--- src/inc/pmm_cfg.svh ---
// constants and offsets for the program memory mode block
`ifndef PMM_CFG_SVH
`define PMM_CFG_SVH
// ==========================================================
// register map
`define OFS_CFG      4'h0
`define OFS_BUSCTL   4'h4
`define OFS_STATUS   4'h8
// ==========================================================
// configuration byte fields
`define CB_WAIT_DIS  7
`define CB_WIDTH     6
`define CB_MODE_HI   5
`define CB_MODE_LO   4
`define CB_SHIFT     3
`define CB_IMPL      8'hf8
`define CB_ERASED    8'hf8
`define MODE_ONCHIP  2'b11
`define MODE_A12     2'b10
`define MODE_A16     2'b01
`define MODE_A20     2'b00
`define MASK_A12     20'h00fff
`define MASK_A16     20'h0ffff
`define MASK_A20     20'hfffff
// ==========================================================
// bus control and timing
`define BC_WAIT_HI   5
`define BC_WAIT_LO   4
`define BC_RESET     2'h3
`define TCY_CLKS     8'h04
`define ACC_CLKS     8'h04
`define PMEM_TOP     21'h1fffff
`define FLASH_TOP    21'h010000
`define NOP_WORD     16'h0000
`endif

--- src/inc/pmm_pkg.sv ---
// types shared by the program memory mode block
package pmm_pkg;
    typedef logic [20:0] paddr_t;
    typedef logic [19:0] xaddr_t;
    typedef logic [15:0] word_t;
    typedef logic [7:0]  cbyte_t;
    typedef enum logic [1:0] {
        M_IDLE  = 2'b00,
        M_FLASH = 2'b01,
        M_EXT   = 2'b11,
        M_RESP  = 2'b10
    } main_state_t;
    typedef enum logic [1:0] {
        E_IDLE = 2'b00,
        E_ACC  = 2'b01,
        E_WAIT = 2'b11,
        E_END  = 2'b10
    } ext_state_t;
endpackage

--- src/hw/pin_sync.sv ---
// three-stage input synchroniser with agreement filter
`timescale 1ns/1ps
module pin_sync #(
    parameter int W = 16
) (
    input  wire logic         clk,
    input  wire logic         rst,
    input  wire logic [W-1:0] din,
    output logic      [W-1:0] dout
);
    logic [W-1:0] s1_r;
    logic [W-1:0] s2_r;
    logic [W-1:0] s3_r;

    always_ff @(posedge clk) begin
        s1_r <= din;
        s2_r <= s1_r;
        s3_r <= s2_r;
    end

    // only stages two and three are compared; stage one stays private
    always_ff @(posedge clk) begin
        if (rst) begin
            dout <= '0;
        end else if (s2_r == s3_r) begin
            dout <= s3_r;
        end
    end
endmodule

--- src/hw/ext_bus_cycle.sv ---
// one external bus cycle with optional table-op wait states
`timescale 1ns/1ps
`include "pmm_cfg.svh"
module ext_bus_cycle #(
    parameter logic [7:0] ACC = `ACC_CLKS,
    parameter logic [7:0] TCY = `TCY_CLKS
) (
    input  wire logic       clk,
    input  wire logic       rst,
    input  wire logic       start,
    input  wire logic       table_op,
    input  wire logic       write_op,
    input  wire logic       wait_en,
    input  wire logic [1:0] wait_sel,
    output logic            busy,
    output logic            done,
    output logic            ce_n,
    output logic            rd_n,
    output logic            wr_n
);
    import pmm_pkg::*;
    ext_state_t st_r;
    logic [7:0] cnt_r;
    logic       wr_r;
    logic       tw_r;

    always_ff @(posedge clk) begin
        if (rst) begin
            st_r  <= E_IDLE;
            cnt_r <= 8'h00;
            wr_r  <= 1'b0;
            tw_r  <= 1'b0;
        end else begin
            unique case (st_r)
                E_IDLE: begin
                    if (start) begin
                        st_r  <= E_ACC;
                        cnt_r <= ACC - 8'h01;
                        wr_r  <= write_op;
                        // delay follows only table ops
                        tw_r  <= table_op & wait_en & (wait_sel != 2'h0);
                    end
                end
                E_ACC: begin
                    if (cnt_r != 8'h00) begin
                        cnt_r <= cnt_r - 8'h01;
                    end else if (tw_r) begin
                        st_r  <= E_WAIT;
                        // whole instruction cycles
                        cnt_r <= 8'(wait_sel * TCY) - 8'h01;
                    end else begin
                        st_r <= E_END;
                    end
                end
                E_WAIT: begin
                    if (cnt_r != 8'h00) begin
                        cnt_r <= cnt_r - 8'h01;
                    end else begin
                        st_r <= E_END;
                    end
                end
                E_END: begin
                    st_r <= E_IDLE;
                end
            endcase
        end
    end

    assign busy = (st_r != E_IDLE);
    assign done = (st_r == E_END);
    assign ce_n = !(st_r == E_ACC || st_r == E_WAIT);
    assign rd_n = ce_n | wr_r;
    assign wr_n = !(st_r == E_ACC) | !wr_r;

    // ==========================================================
    // checks
    // the end state adds one cycle beyond the access itself
    localparam int ACC_DONE = ACC + 1;
    logic [7:0] len_r;
    always_ff @(posedge clk) begin
        if (rst || !busy) begin
            len_r <= 8'h00;
        end else begin
            len_r <= len_r + 8'h01;
        end
    end

    a_cycle_length: assert property (@(posedge clk) disable iff (rst)
        done |-> len_r == ACC + (tw_r ? 8'(wait_sel * TCY) : 8'h00))
        else $error("external cycle length wrong");
    a_wait_disabled: assert property (@(posedge clk) disable iff (rst)
        (start && !busy && !wait_en) |-> ##ACC_DONE done)
        else $error("wait states added while disabled");
    c_table_wait: cover property (@(posedge clk) disable iff (rst)
        done && tw_r && wait_sel == 2'h3);
endmodule

--- src/hw/program_memory_mode_config.sv ---
// program memory mode selection and external program bus control
//
// Local design decisions: the placing of the registers and the Avalon-MM interface to the registers.
`timescale 1ns/1ps
`include "pmm_cfg.svh"
module program_memory_mode_config #(
    parameter pmm_pkg::paddr_t FLASH_TOP = `FLASH_TOP,
    parameter logic [7:0]      ACC       = `ACC_CLKS,
    parameter logic [7:0]      TCY       = `TCY_CLKS
) (
    input  wire logic             clk,
    input  wire logic             rst,
    input  wire logic [3:0]       avs_address,
    input  wire logic             avs_read,
    input  wire logic             avs_write,
    input  wire logic [31:0]      avs_writedata,
    output logic      [31:0]      avs_readdata,
    output logic                  avs_waitrequest,
    input  wire logic             pkg_large,
    input  wire pmm_pkg::cbyte_t  cfg_nv,
    input  wire logic             cfg_nv_locked,
    output logic                  cfg_prog,
    output pmm_pkg::cbyte_t       cfg_prog_data,
    input  wire logic             fetch_req,
    input  wire logic             fetch_table,
    input  wire logic             fetch_write,
    input  wire pmm_pkg::paddr_t  fetch_addr,
    input  wire pmm_pkg::word_t   fetch_wdata,
    output logic                  fetch_done,
    output pmm_pkg::word_t        fetch_rdata,
    output logic                  flash_rd,
    output pmm_pkg::paddr_t       flash_addr,
    input  wire pmm_pkg::word_t   flash_rdata,
    output logic                  ext_bus_active,
    output pmm_pkg::xaddr_t       ext_addr,
    output pmm_pkg::xaddr_t       ext_addr_oe,
    output pmm_pkg::word_t        ext_data_out,
    output logic                  ext_data_oe,
    input  wire pmm_pkg::word_t   ext_data_in,
    output logic                  ext_ce_n,
    output logic                  ext_rd_n,
    output logic                  ext_wr_n
);
    import pmm_pkg::*;

    // ==========================================================
    // configuration caught at reset
    cbyte_t      cfg_act_r;
    logic        large_r;
    logic        prog_done_r;
    logic [1:0]  memory_mode_select;
    logic        data_width_select;
    logic        address_offset_enable;
    logic        wait_enable;
    logic        onchip_only_mode;
    logic        extended_memory_mode;

    // held in reset so the settings never move while code runs
    always_ff @(posedge clk) begin
        if (rst) begin
            cfg_act_r <= cfg_nv & `CB_IMPL;
            large_r   <= pkg_large;
        end
    end

    assign memory_mode_select =
        cfg_act_r[`CB_MODE_HI:`CB_MODE_LO];
    assign data_width_select     = cfg_act_r[`CB_WIDTH];
    assign address_offset_enable = cfg_act_r[`CB_SHIFT];
    assign wait_enable           = !cfg_act_r[`CB_WAIT_DIS];
    // small package never leaves on-chip mode
    assign onchip_only_mode =
        (memory_mode_select == `MODE_ONCHIP) | !large_r;
    assign extended_memory_mode = !onchip_only_mode;

    function automatic xaddr_t width_mask(input logic [1:0] m);
        unique case (m)
            `MODE_A12: width_mask = `MASK_A12;
            `MODE_A16: width_mask = `MASK_A16;
            `MODE_A20: width_mask = `MASK_A20;
            default:   width_mask = '0;
        endcase
    endfunction

    // ==========================================================
    // register bus slave
    logic       ack_r;
    logic [1:0] wait_sel_r;
    logic       req;
    logic       hit_cfg;
    logic       hit_bc;
    logic       hit_st;
    logic       rd_first;
    logic       wr_take;
    logic [7:0] status_word;

    assign req     = avs_read | avs_write;
    assign hit_cfg = (avs_address == `OFS_CFG);
    assign hit_bc  = (avs_address == `OFS_BUSCTL);
    assign hit_st  = (avs_address == `OFS_STATUS);
    // fixed one wait cycle keeps the decode off the critical path
    assign avs_waitrequest = req & !ack_r;
    // reads load early so data stands when waitrequest drops;
    // writes land only at that edge, as the master expects
    assign rd_first = avs_read & !ack_r;
    assign wr_take  = avs_write & ack_r;
    assign status_word = {cfg_act_r[`CB_WAIT_DIS:`CB_SHIFT],
                          prog_done_r | cfg_nv_locked,
                          large_r,
                          onchip_only_mode};

    always_ff @(posedge clk) begin
        if (rst) begin
            ack_r <= 1'b0;
        end else begin
            ack_r <= req & !ack_r;
        end
    end

    always_ff @(posedge clk) begin
        if (rst) begin
            avs_readdata <= 32'h00000000;
        end else if (rd_first) begin
            avs_readdata <= 32'h00000000;
            if (hit_cfg) begin
                // unimplemented low bits read zero
                avs_readdata[7:0] <= cfg_nv & `CB_IMPL;
            end else if (hit_bc) begin
                avs_readdata[`BC_WAIT_HI:`BC_WAIT_LO] <= wait_sel_r;
            end else if (hit_st) begin
                avs_readdata[7:0] <= status_word;
            end
        end
    end

    // one programming pulse per reset while the part is unlocked
    always_ff @(posedge clk) begin
        if (rst) begin
            cfg_prog      <= 1'b0;
            cfg_prog_data <= `CB_ERASED;
            prog_done_r   <= 1'b0;
        end else begin
            cfg_prog <= 1'b0;
            if (wr_take && hit_cfg && !prog_done_r &&
                !cfg_nv_locked) begin
                cfg_prog      <= 1'b1;
                cfg_prog_data <= avs_writedata[7:0] & `CB_IMPL;
                prog_done_r   <= 1'b1;
            end
        end
    end

    // bus control is frozen in on-chip mode, the bus is unused
    always_ff @(posedge clk) begin
        if (rst) begin
            wait_sel_r <= `BC_RESET;
        end else if (wr_take && hit_bc &&
                     extended_memory_mode) begin
            wait_sel_r <= avs_writedata[`BC_WAIT_HI:`BC_WAIT_LO];
        end
    end

    // ==========================================================
    // program space routing
    main_state_t st_r;
    logic        in_flash;
    logic        in_space;
    logic        ext_start;
    logic        ext_done;
    logic        ext_busy;
    paddr_t      eff_addr;
    xaddr_t      ext_addr_nxt;
    word_t       ext_sync;

    // only program space is decoded; data ram never passes here
    assign in_flash = (fetch_addr < FLASH_TOP);
    assign in_space = (fetch_addr <= `PMEM_TOP);
    assign eff_addr = address_offset_enable ?
                      fetch_addr - FLASH_TOP : fetch_addr;
    // 16-bit parts are word addressed on the pins
    assign ext_addr_nxt = (data_width_select ?
                          eff_addr[20:1] : eff_addr[19:0]) &
                          width_mask(memory_mode_select);

    assign flash_rd   = (st_r == M_IDLE) & fetch_req & in_flash;
    assign flash_addr = fetch_addr;
    // external memory sits above flash
    assign ext_start  = (st_r == M_IDLE) & fetch_req & !in_flash &
                        in_space & extended_memory_mode;
    assign fetch_done = (st_r == M_RESP);

    always_ff @(posedge clk) begin
        if (rst) begin
            st_r <= M_IDLE;
        end else begin
            unique case (st_r)
                M_IDLE: begin
                    if (flash_rd) begin
                        st_r <= M_FLASH;
                    end else if (ext_start) begin
                        st_r <= M_EXT;
                    end else if (fetch_req) begin
                        st_r <= M_RESP;
                    end
                end
                M_FLASH: st_r <= M_RESP;
                M_EXT: begin
                    if (ext_done) begin
                        st_r <= M_RESP;
                    end
                end
                M_RESP: st_r <= M_IDLE;
            endcase
        end
    end

    always_ff @(posedge clk) begin
        if (rst) begin
            fetch_rdata <= `NOP_WORD;
        end else if (st_r == M_IDLE && fetch_req && !flash_rd &&
                     !ext_start) begin
            // beyond flash in on-chip mode reads as a nop
            fetch_rdata <= `NOP_WORD;
        end else if (st_r == M_FLASH) begin
            fetch_rdata <= flash_rdata;
        end else if (st_r == M_EXT && ext_done) begin
            // 8-bit mode returns one byte per access only
            fetch_rdata <= data_width_select ? ext_sync :
                           {8'h00, ext_sync[7:0]};
        end
    end

    // ==========================================================
    // external bus pins
    logic wr_cyc_r;

    always_ff @(posedge clk) begin
        if (rst) begin
            ext_addr <= '0;
        end else if (ext_start) begin
            ext_addr <= ext_addr_nxt;
        end
    end

    always_ff @(posedge clk) begin
        if (rst) begin
            ext_data_out <= '0;
        end else if (ext_start) begin
            ext_data_out <= fetch_wdata;
        end
    end

    always_ff @(posedge clk) begin
        if (rst) begin
            wr_cyc_r <= 1'b0;
        end else if (ext_start) begin
            wr_cyc_r <= fetch_write & fetch_table;
        end
    end

    // pins stay plain port pins in on-chip mode
    assign ext_bus_active = extended_memory_mode;
    assign ext_addr_oe    = (ext_busy && extended_memory_mode) ?
                            width_mask(memory_mode_select) : '0;
    assign ext_data_oe    = ext_busy & wr_cyc_r & extended_memory_mode;

    ext_bus_cycle #(
        .ACC (ACC),
        .TCY (TCY)
    ) u_cycle (
        .clk      (clk),
        .rst      (rst),
        .start    (ext_start),
        .table_op (fetch_table),
        .write_op (fetch_write & fetch_table),
        .wait_en  (wait_enable),
        .wait_sel (wait_sel_r),
        .busy     (ext_busy),
        .done     (ext_done),
        .ce_n     (ext_ce_n),
        .rd_n     (ext_rd_n),
        .wr_n     (ext_wr_n)
    );

    // external data is asynchronous to the core clock
    pin_sync #(
        .W (16)
    ) u_sync (
        .clk  (clk),
        .rst  (rst),
        .din  (ext_data_in),
        .dout (ext_sync)
    );

    // ==========================================================
    // checks
    a_onchip_bus_idle: assert property (@(posedge clk) disable iff (rst)
        onchip_only_mode |-> ext_ce_n && ext_addr_oe == '0 && !ext_data_oe)
        else $error("external bus active in on-chip mode");
    a_small_pkg_mode: assert property (@(posedge clk) disable iff (rst)
        !large_r |-> onchip_only_mode && !ext_bus_active)
        else $error("small package left on-chip mode");
    a_zero_above_flash: assert property (@(posedge clk) disable iff (rst)
        (st_r == M_IDLE && fetch_req && !in_flash && onchip_only_mode)
        |=> fetch_done && fetch_rdata == `NOP_WORD)
        else $error("read above flash not zero");
    a_settings_frozen: assert property (@(posedge clk) disable iff (rst)
        !$past(rst) |-> $stable(cfg_act_r) && $stable(large_r))
        else $error("configuration changed after reset");
    a_cfg_low_zero: assert property (@(posedge clk) disable iff (rst)
        (avs_read && ack_r && hit_cfg) |-> avs_readdata[2:0] == 3'h0)
        else $error("unimplemented bits not zero");
    a_write_once: assert property (@(posedge clk) disable iff (rst)
        cfg_prog |=> !cfg_prog && prog_done_r)
        else $error("configuration programmed twice");
    a_width_mask: assert property (@(posedge clk) disable iff (rst)
        (!ext_ce_n && memory_mode_select == `MODE_A12)
        |-> ext_addr_oe == `MASK_A12 && ext_addr[19:12] == 8'h00)
        else $error("address width not honoured");
    a_flash_first: assert property (@(posedge clk) disable iff (rst)
        (fetch_req && st_r == M_IDLE && in_flash) |-> !ext_start ##2 fetch_done)
        else $error("flash address routed outside");
    a_byte_lane: assert property (@(posedge clk) disable iff (rst)
        (st_r == M_EXT && ext_done && !data_width_select)
        |=> fetch_rdata[15:8] == 8'h00)
        else $error("8-bit read filled the upper byte");
    a_shift_zero: assert property (@(posedge clk) disable iff (rst)
        (ext_start && address_offset_enable && fetch_addr == FLASH_TOP)
        |=> ext_addr == '0)
        else $error("shifted external space not at zero");
    a_bc_frozen: assert property (@(posedge clk) disable iff (rst)
        onchip_only_mode |-> $stable(wait_sel_r))
        else $error("bus control written in on-chip mode");
    c_onchip_nop: cover property (@(posedge clk) disable iff (rst)
        fetch_done && onchip_only_mode && !in_flash);
    c_ext_read: cover property (@(posedge clk) disable iff (rst)
        ext_done && !wr_cyc_r && address_offset_enable);
    c_cfg_prog: cover property (@(posedge clk) disable iff (rst)
        cfg_prog);
    c_byte_mode: cover property (@(posedge clk) disable iff (rst)
        fetch_done && extended_memory_mode && !data_width_select);
endmodule

--- config.mk ---
export PLATFORM = sky130hd
export DESIGN_NAME = program_memory_mode_config
export DESIGN_NICKNAME = d
export VERILOG_FILES = /design/src/inc/pmm_pkg.sv /design/src/hw/pin_sync.sv /design/src/hw/ext_bus_cycle.sv /design/src/hw/program_memory_mode_config.sv
export VERILOG_INCLUDE_DIRS = /design/src /design/src/inc
export SDC_FILE = /design/constraint.sdc
export NUM_CORES = 1
export LEC_CHECK = 0
export BUFFER_PORTS_ARGS = -buffer_cell sky130_fd_sc_hd__buf_2
export CORE_ASPECT_RATIO = 0.8
export CORE_MARGIN = 3
export CORE_UTILIZATION = 44
export DETAILED_ROUTE_END_ITERATION = 8
export PLACE_DENSITY = 0.86
export RECOVER_POWER = 25
export SLEW_MARGIN = 20
export SYNTH_ARGS = -nofsm -noshare
export SYNTH_HDL_FRONTEND = slang
export SYNTH_SLANG_ARGS = --single-unit
--- constraint.sdc ---
create_clock -name clk -period 2.04 [get_ports clk]
set_input_delay 0.408 -clock clk [delete_from_list [all_inputs] [get_ports clk]]
set_output_delay 0.408 -clock clk [all_outputs]
set_load 0.005 [all_outputs]
==> impl_metrics.ini <==
[power]
p_total_mw = 7.25
p_per_area_nw_per_um2 = 861
leakage_nw = 3.82
peakVddDrop_mv = 0.793

[worst_hold_path]
hold_start = ext_data_in[0]
whs_endpoint = u_sync.s1_r[0]
hold_depth = 1
min_path_type = input pin to flop

[setup_path]
crit_fanout = 4
crit_path_end_kind = output port
cp-start-kind = flop
cp.arrival_ns = 1.68
path_class = flop to output port
crit-reg2reg-launch = cfg_act_r[5]
max_stage_delay_ns = 0.42
timing.rr.end = ext_addr[13]
cpMostUsedCell = buf_6
slowest_stage = edfxtp_1
required_ns = 1.63
r2r_slack_ns = 0
reg2reg_depth = 8
crit_chain = nand2_2, nand2_4, buf_6, nor4_4, buf_4, buf_6

[job]
cap_violations = 0

[placement]
dp_hpwl_mm = 12.2
gp_congestion = 0.862
port_buffers = 206
dp_cells = 1046

[layout]
drive_gt1_share_pct = 36.1
stdcell_count = 1081
syn2layout_area_growth_pct = 30.8
final_core_util_pct = 60.4
antenna_cells = 0
nets = 1015

[route]
drcViolationCount = 0
wl_per_cell_um = 15.7
vias = 5416
drt_iter0_markers = 339
routed_wl_mm = 17.0
firstDrtPassIters = 5
ant_nets = 0
viasPerCell = 5.01

[clock_tree]
clock_sinks = 155
h-tree-depth = 4
cts-root-buf = clkbuf_16
insertion_delay_ns = 0.43
cts-buffers-inserted = 17
cts_tree = yes
clk_pin_slew_ns = 0.07
clk_path_buf_depth = 2

[timing]
drv_slew = 0
fin_tns_setup_ns = -0.227
fin_crit_ns = 2.09
setup_viol = 12
slew_headroom_pct = 30.1
worst_slack_ns = -0.0497
rsz0062_at_grt = true
max_freq_mhz = 479
clock_skew_ns = 0.0115
max_slew.worst_pin.slew_ns = 1.05
hold_violations = 0
fin_crit_sh_pct = 102

[floorplan]
coreArea_um2 = 13900
fp.dieW_um = 141
start_util_pct = 46.2
num_rows = 38
io_pins = 264
dieArea_um2 = 16100
die_h_um = 114

[logic_synthesis]
yosys-top-cells-count = dfxtp_1 (149), nand2_1 (91), nor2_1 (78), buf_4 (67), mux2i_1 (40)
post-synth-top-count-cell = dfxtp_1
synth_top_area_share_pct = 46.3
synth_edf_count = 6
synth_cells = 684
yosys_warnings = 0
yosysSeqAreaShare_pct = 49.1
syn-cell-area_um2 = 6440
yosysTopAreaCell = dfxtp_1
ys.flop_type = dfxtp_1
synth.distinct_cells = 56
yosys_register_bits = 155
avgSynthCellArea_um2 = 9.41
synth_area_leaders = dfxtp_1 (46%), buf_4 (7.8%), mux2i_1 (6.2%)
async_flop_share_pct = 0

[status]
outcome = finished, violations left
violations = negative setup slack

[global_route]
grt_util_all_layers_pct = 20.0
grt_first_pass_wirelength_mm = 25.6
grt_max_degree = 45
gr-total-overflow = 0
antenna_found_initial = 1
grt_pass1_vias = 5126
[report_power, final]
part	internal (mW)	switching (mW)	leakage (nW)	total (mW)
Sequential	3.17	0.0838	1.28	3.26
Clock	1.76	1.36	0.285	3.12
Combinational	0.399	0.470	2.25	0.868
[worst max-delay path: cells and delay by family (launching register included)]
family / cells / cell delay [ns]
buf+inv: 3 / 0.43
flops: 1 / 0.42
simple gates: 3 / 0.39
[cell families after synthesis]
group           synth area share (%)
other cells                   0.0583
fa+ha+maj                      0.972
mux                             6.75
flops                           49.1
simple gates                    16.7
xor+xnor                        2.72
compound gates                  12.5
buf+inv                         11.2
[worst max-delay path by stage]
| stage | cells past startpoint | endpoint | slack (ns) | from |
|---|---|---|---|---|
| global route | 6 | ext_addr_oe[16] | -0.15 | cfg_act_r[5] |
| floorplan | 9 | ext_addr[10] | 0.12 | fetch_addr[16] |
| finish | 6 | ext_addr_oe[16] | -0.05 | cfg_act_r[5] |
| detailed placement | 8 | ext_addr[19] | -0.47 | fetch_addr[16] |
| CTS | 6 | flash_rd | -0.16 | fetch_addr[16] |
| global placement | 8 | ext_addr[19] | -0.36 | fetch_addr[16] |
[layout make-up]
cell class	count	area, um2
sequential	155	3160
clock buffer	18	439
multi-input combinational	441	2760
tap	180	225
inverter	14	52.6
timing repair buffer	259	1630
fill	1138	5520
clock inverter	14	149
[state kept, by name, indices dropped and copies added, names as in the netlist]
register	cells
cfg_prog_data	5
u_cycle.tw_r	1
u_sync.s3_r	16
u_cycle.wr_r	1
wr_cyc_r	1
ack_r	1
u_sync.dout	16
u_cycle.cnt_r	8
cfg_act_r	5
cfg_prog	1
wait_sel_r	2
large_r	1
fetch_rdata	16
u_sync.s2_r	16
prog_done_r	1
u_sync.s1_r	16
avs_readdata	8
ext_data_out	16
ext_addr	20
u_cycle.st_r	2
st_r	2
[layout by cell type (no fill, tap or decap), drive strengths merged, types with 5 or more instances in the layout]
cell type	instances
buf	250
dfxtp	149
nand2	91
nor2	78
mux2i	40
a21oi	40
conb	27
clkbuf	27
inv	23
xor2	17
a311oi	17
nand3	17
a211oi	12
o21ai	11
nor3	10
nand2b	8
nor2b	8
nand4	7
edfxtp	6
nor4	6
or3	6
ha	5
[what timing repair did]
item	4_1_cts	5_1_grt
hold buffers	0	0
setup endpoints to repair	55	42
hold endpoints to repair	0	0
pin swaps	1	7
setup buffers	2	1
cloned	1	1
gates resized for setup	18	27
[routing by layer]
metal	vias to the layer above	part of all wire [%]	track usage, %
met5	-	0.059	0
met4	2	1.8	6.71
met3	28	6.5	5.26
met2	194	49	34.0
met1	2533	42	24.9
li1	2659	-	-
[through the flow]
step | instance area [um2] | setup slack, ns | hold WS [ns]
3_5_place_dp | 7580 | -0.472 | 0.312
6_report | 8420 | -0.0497 | 0.0833
4_1_cts | 8280 | -0.162 | 0.0689
3_3_place_gp | 7580 | -0.362 | 0.310
5_1_grt | 8420 | -0.148 | 0.0586
2_1_floorplan | 6530 | 0.118 | 0.310
Power figures use the tool's default switching activity.
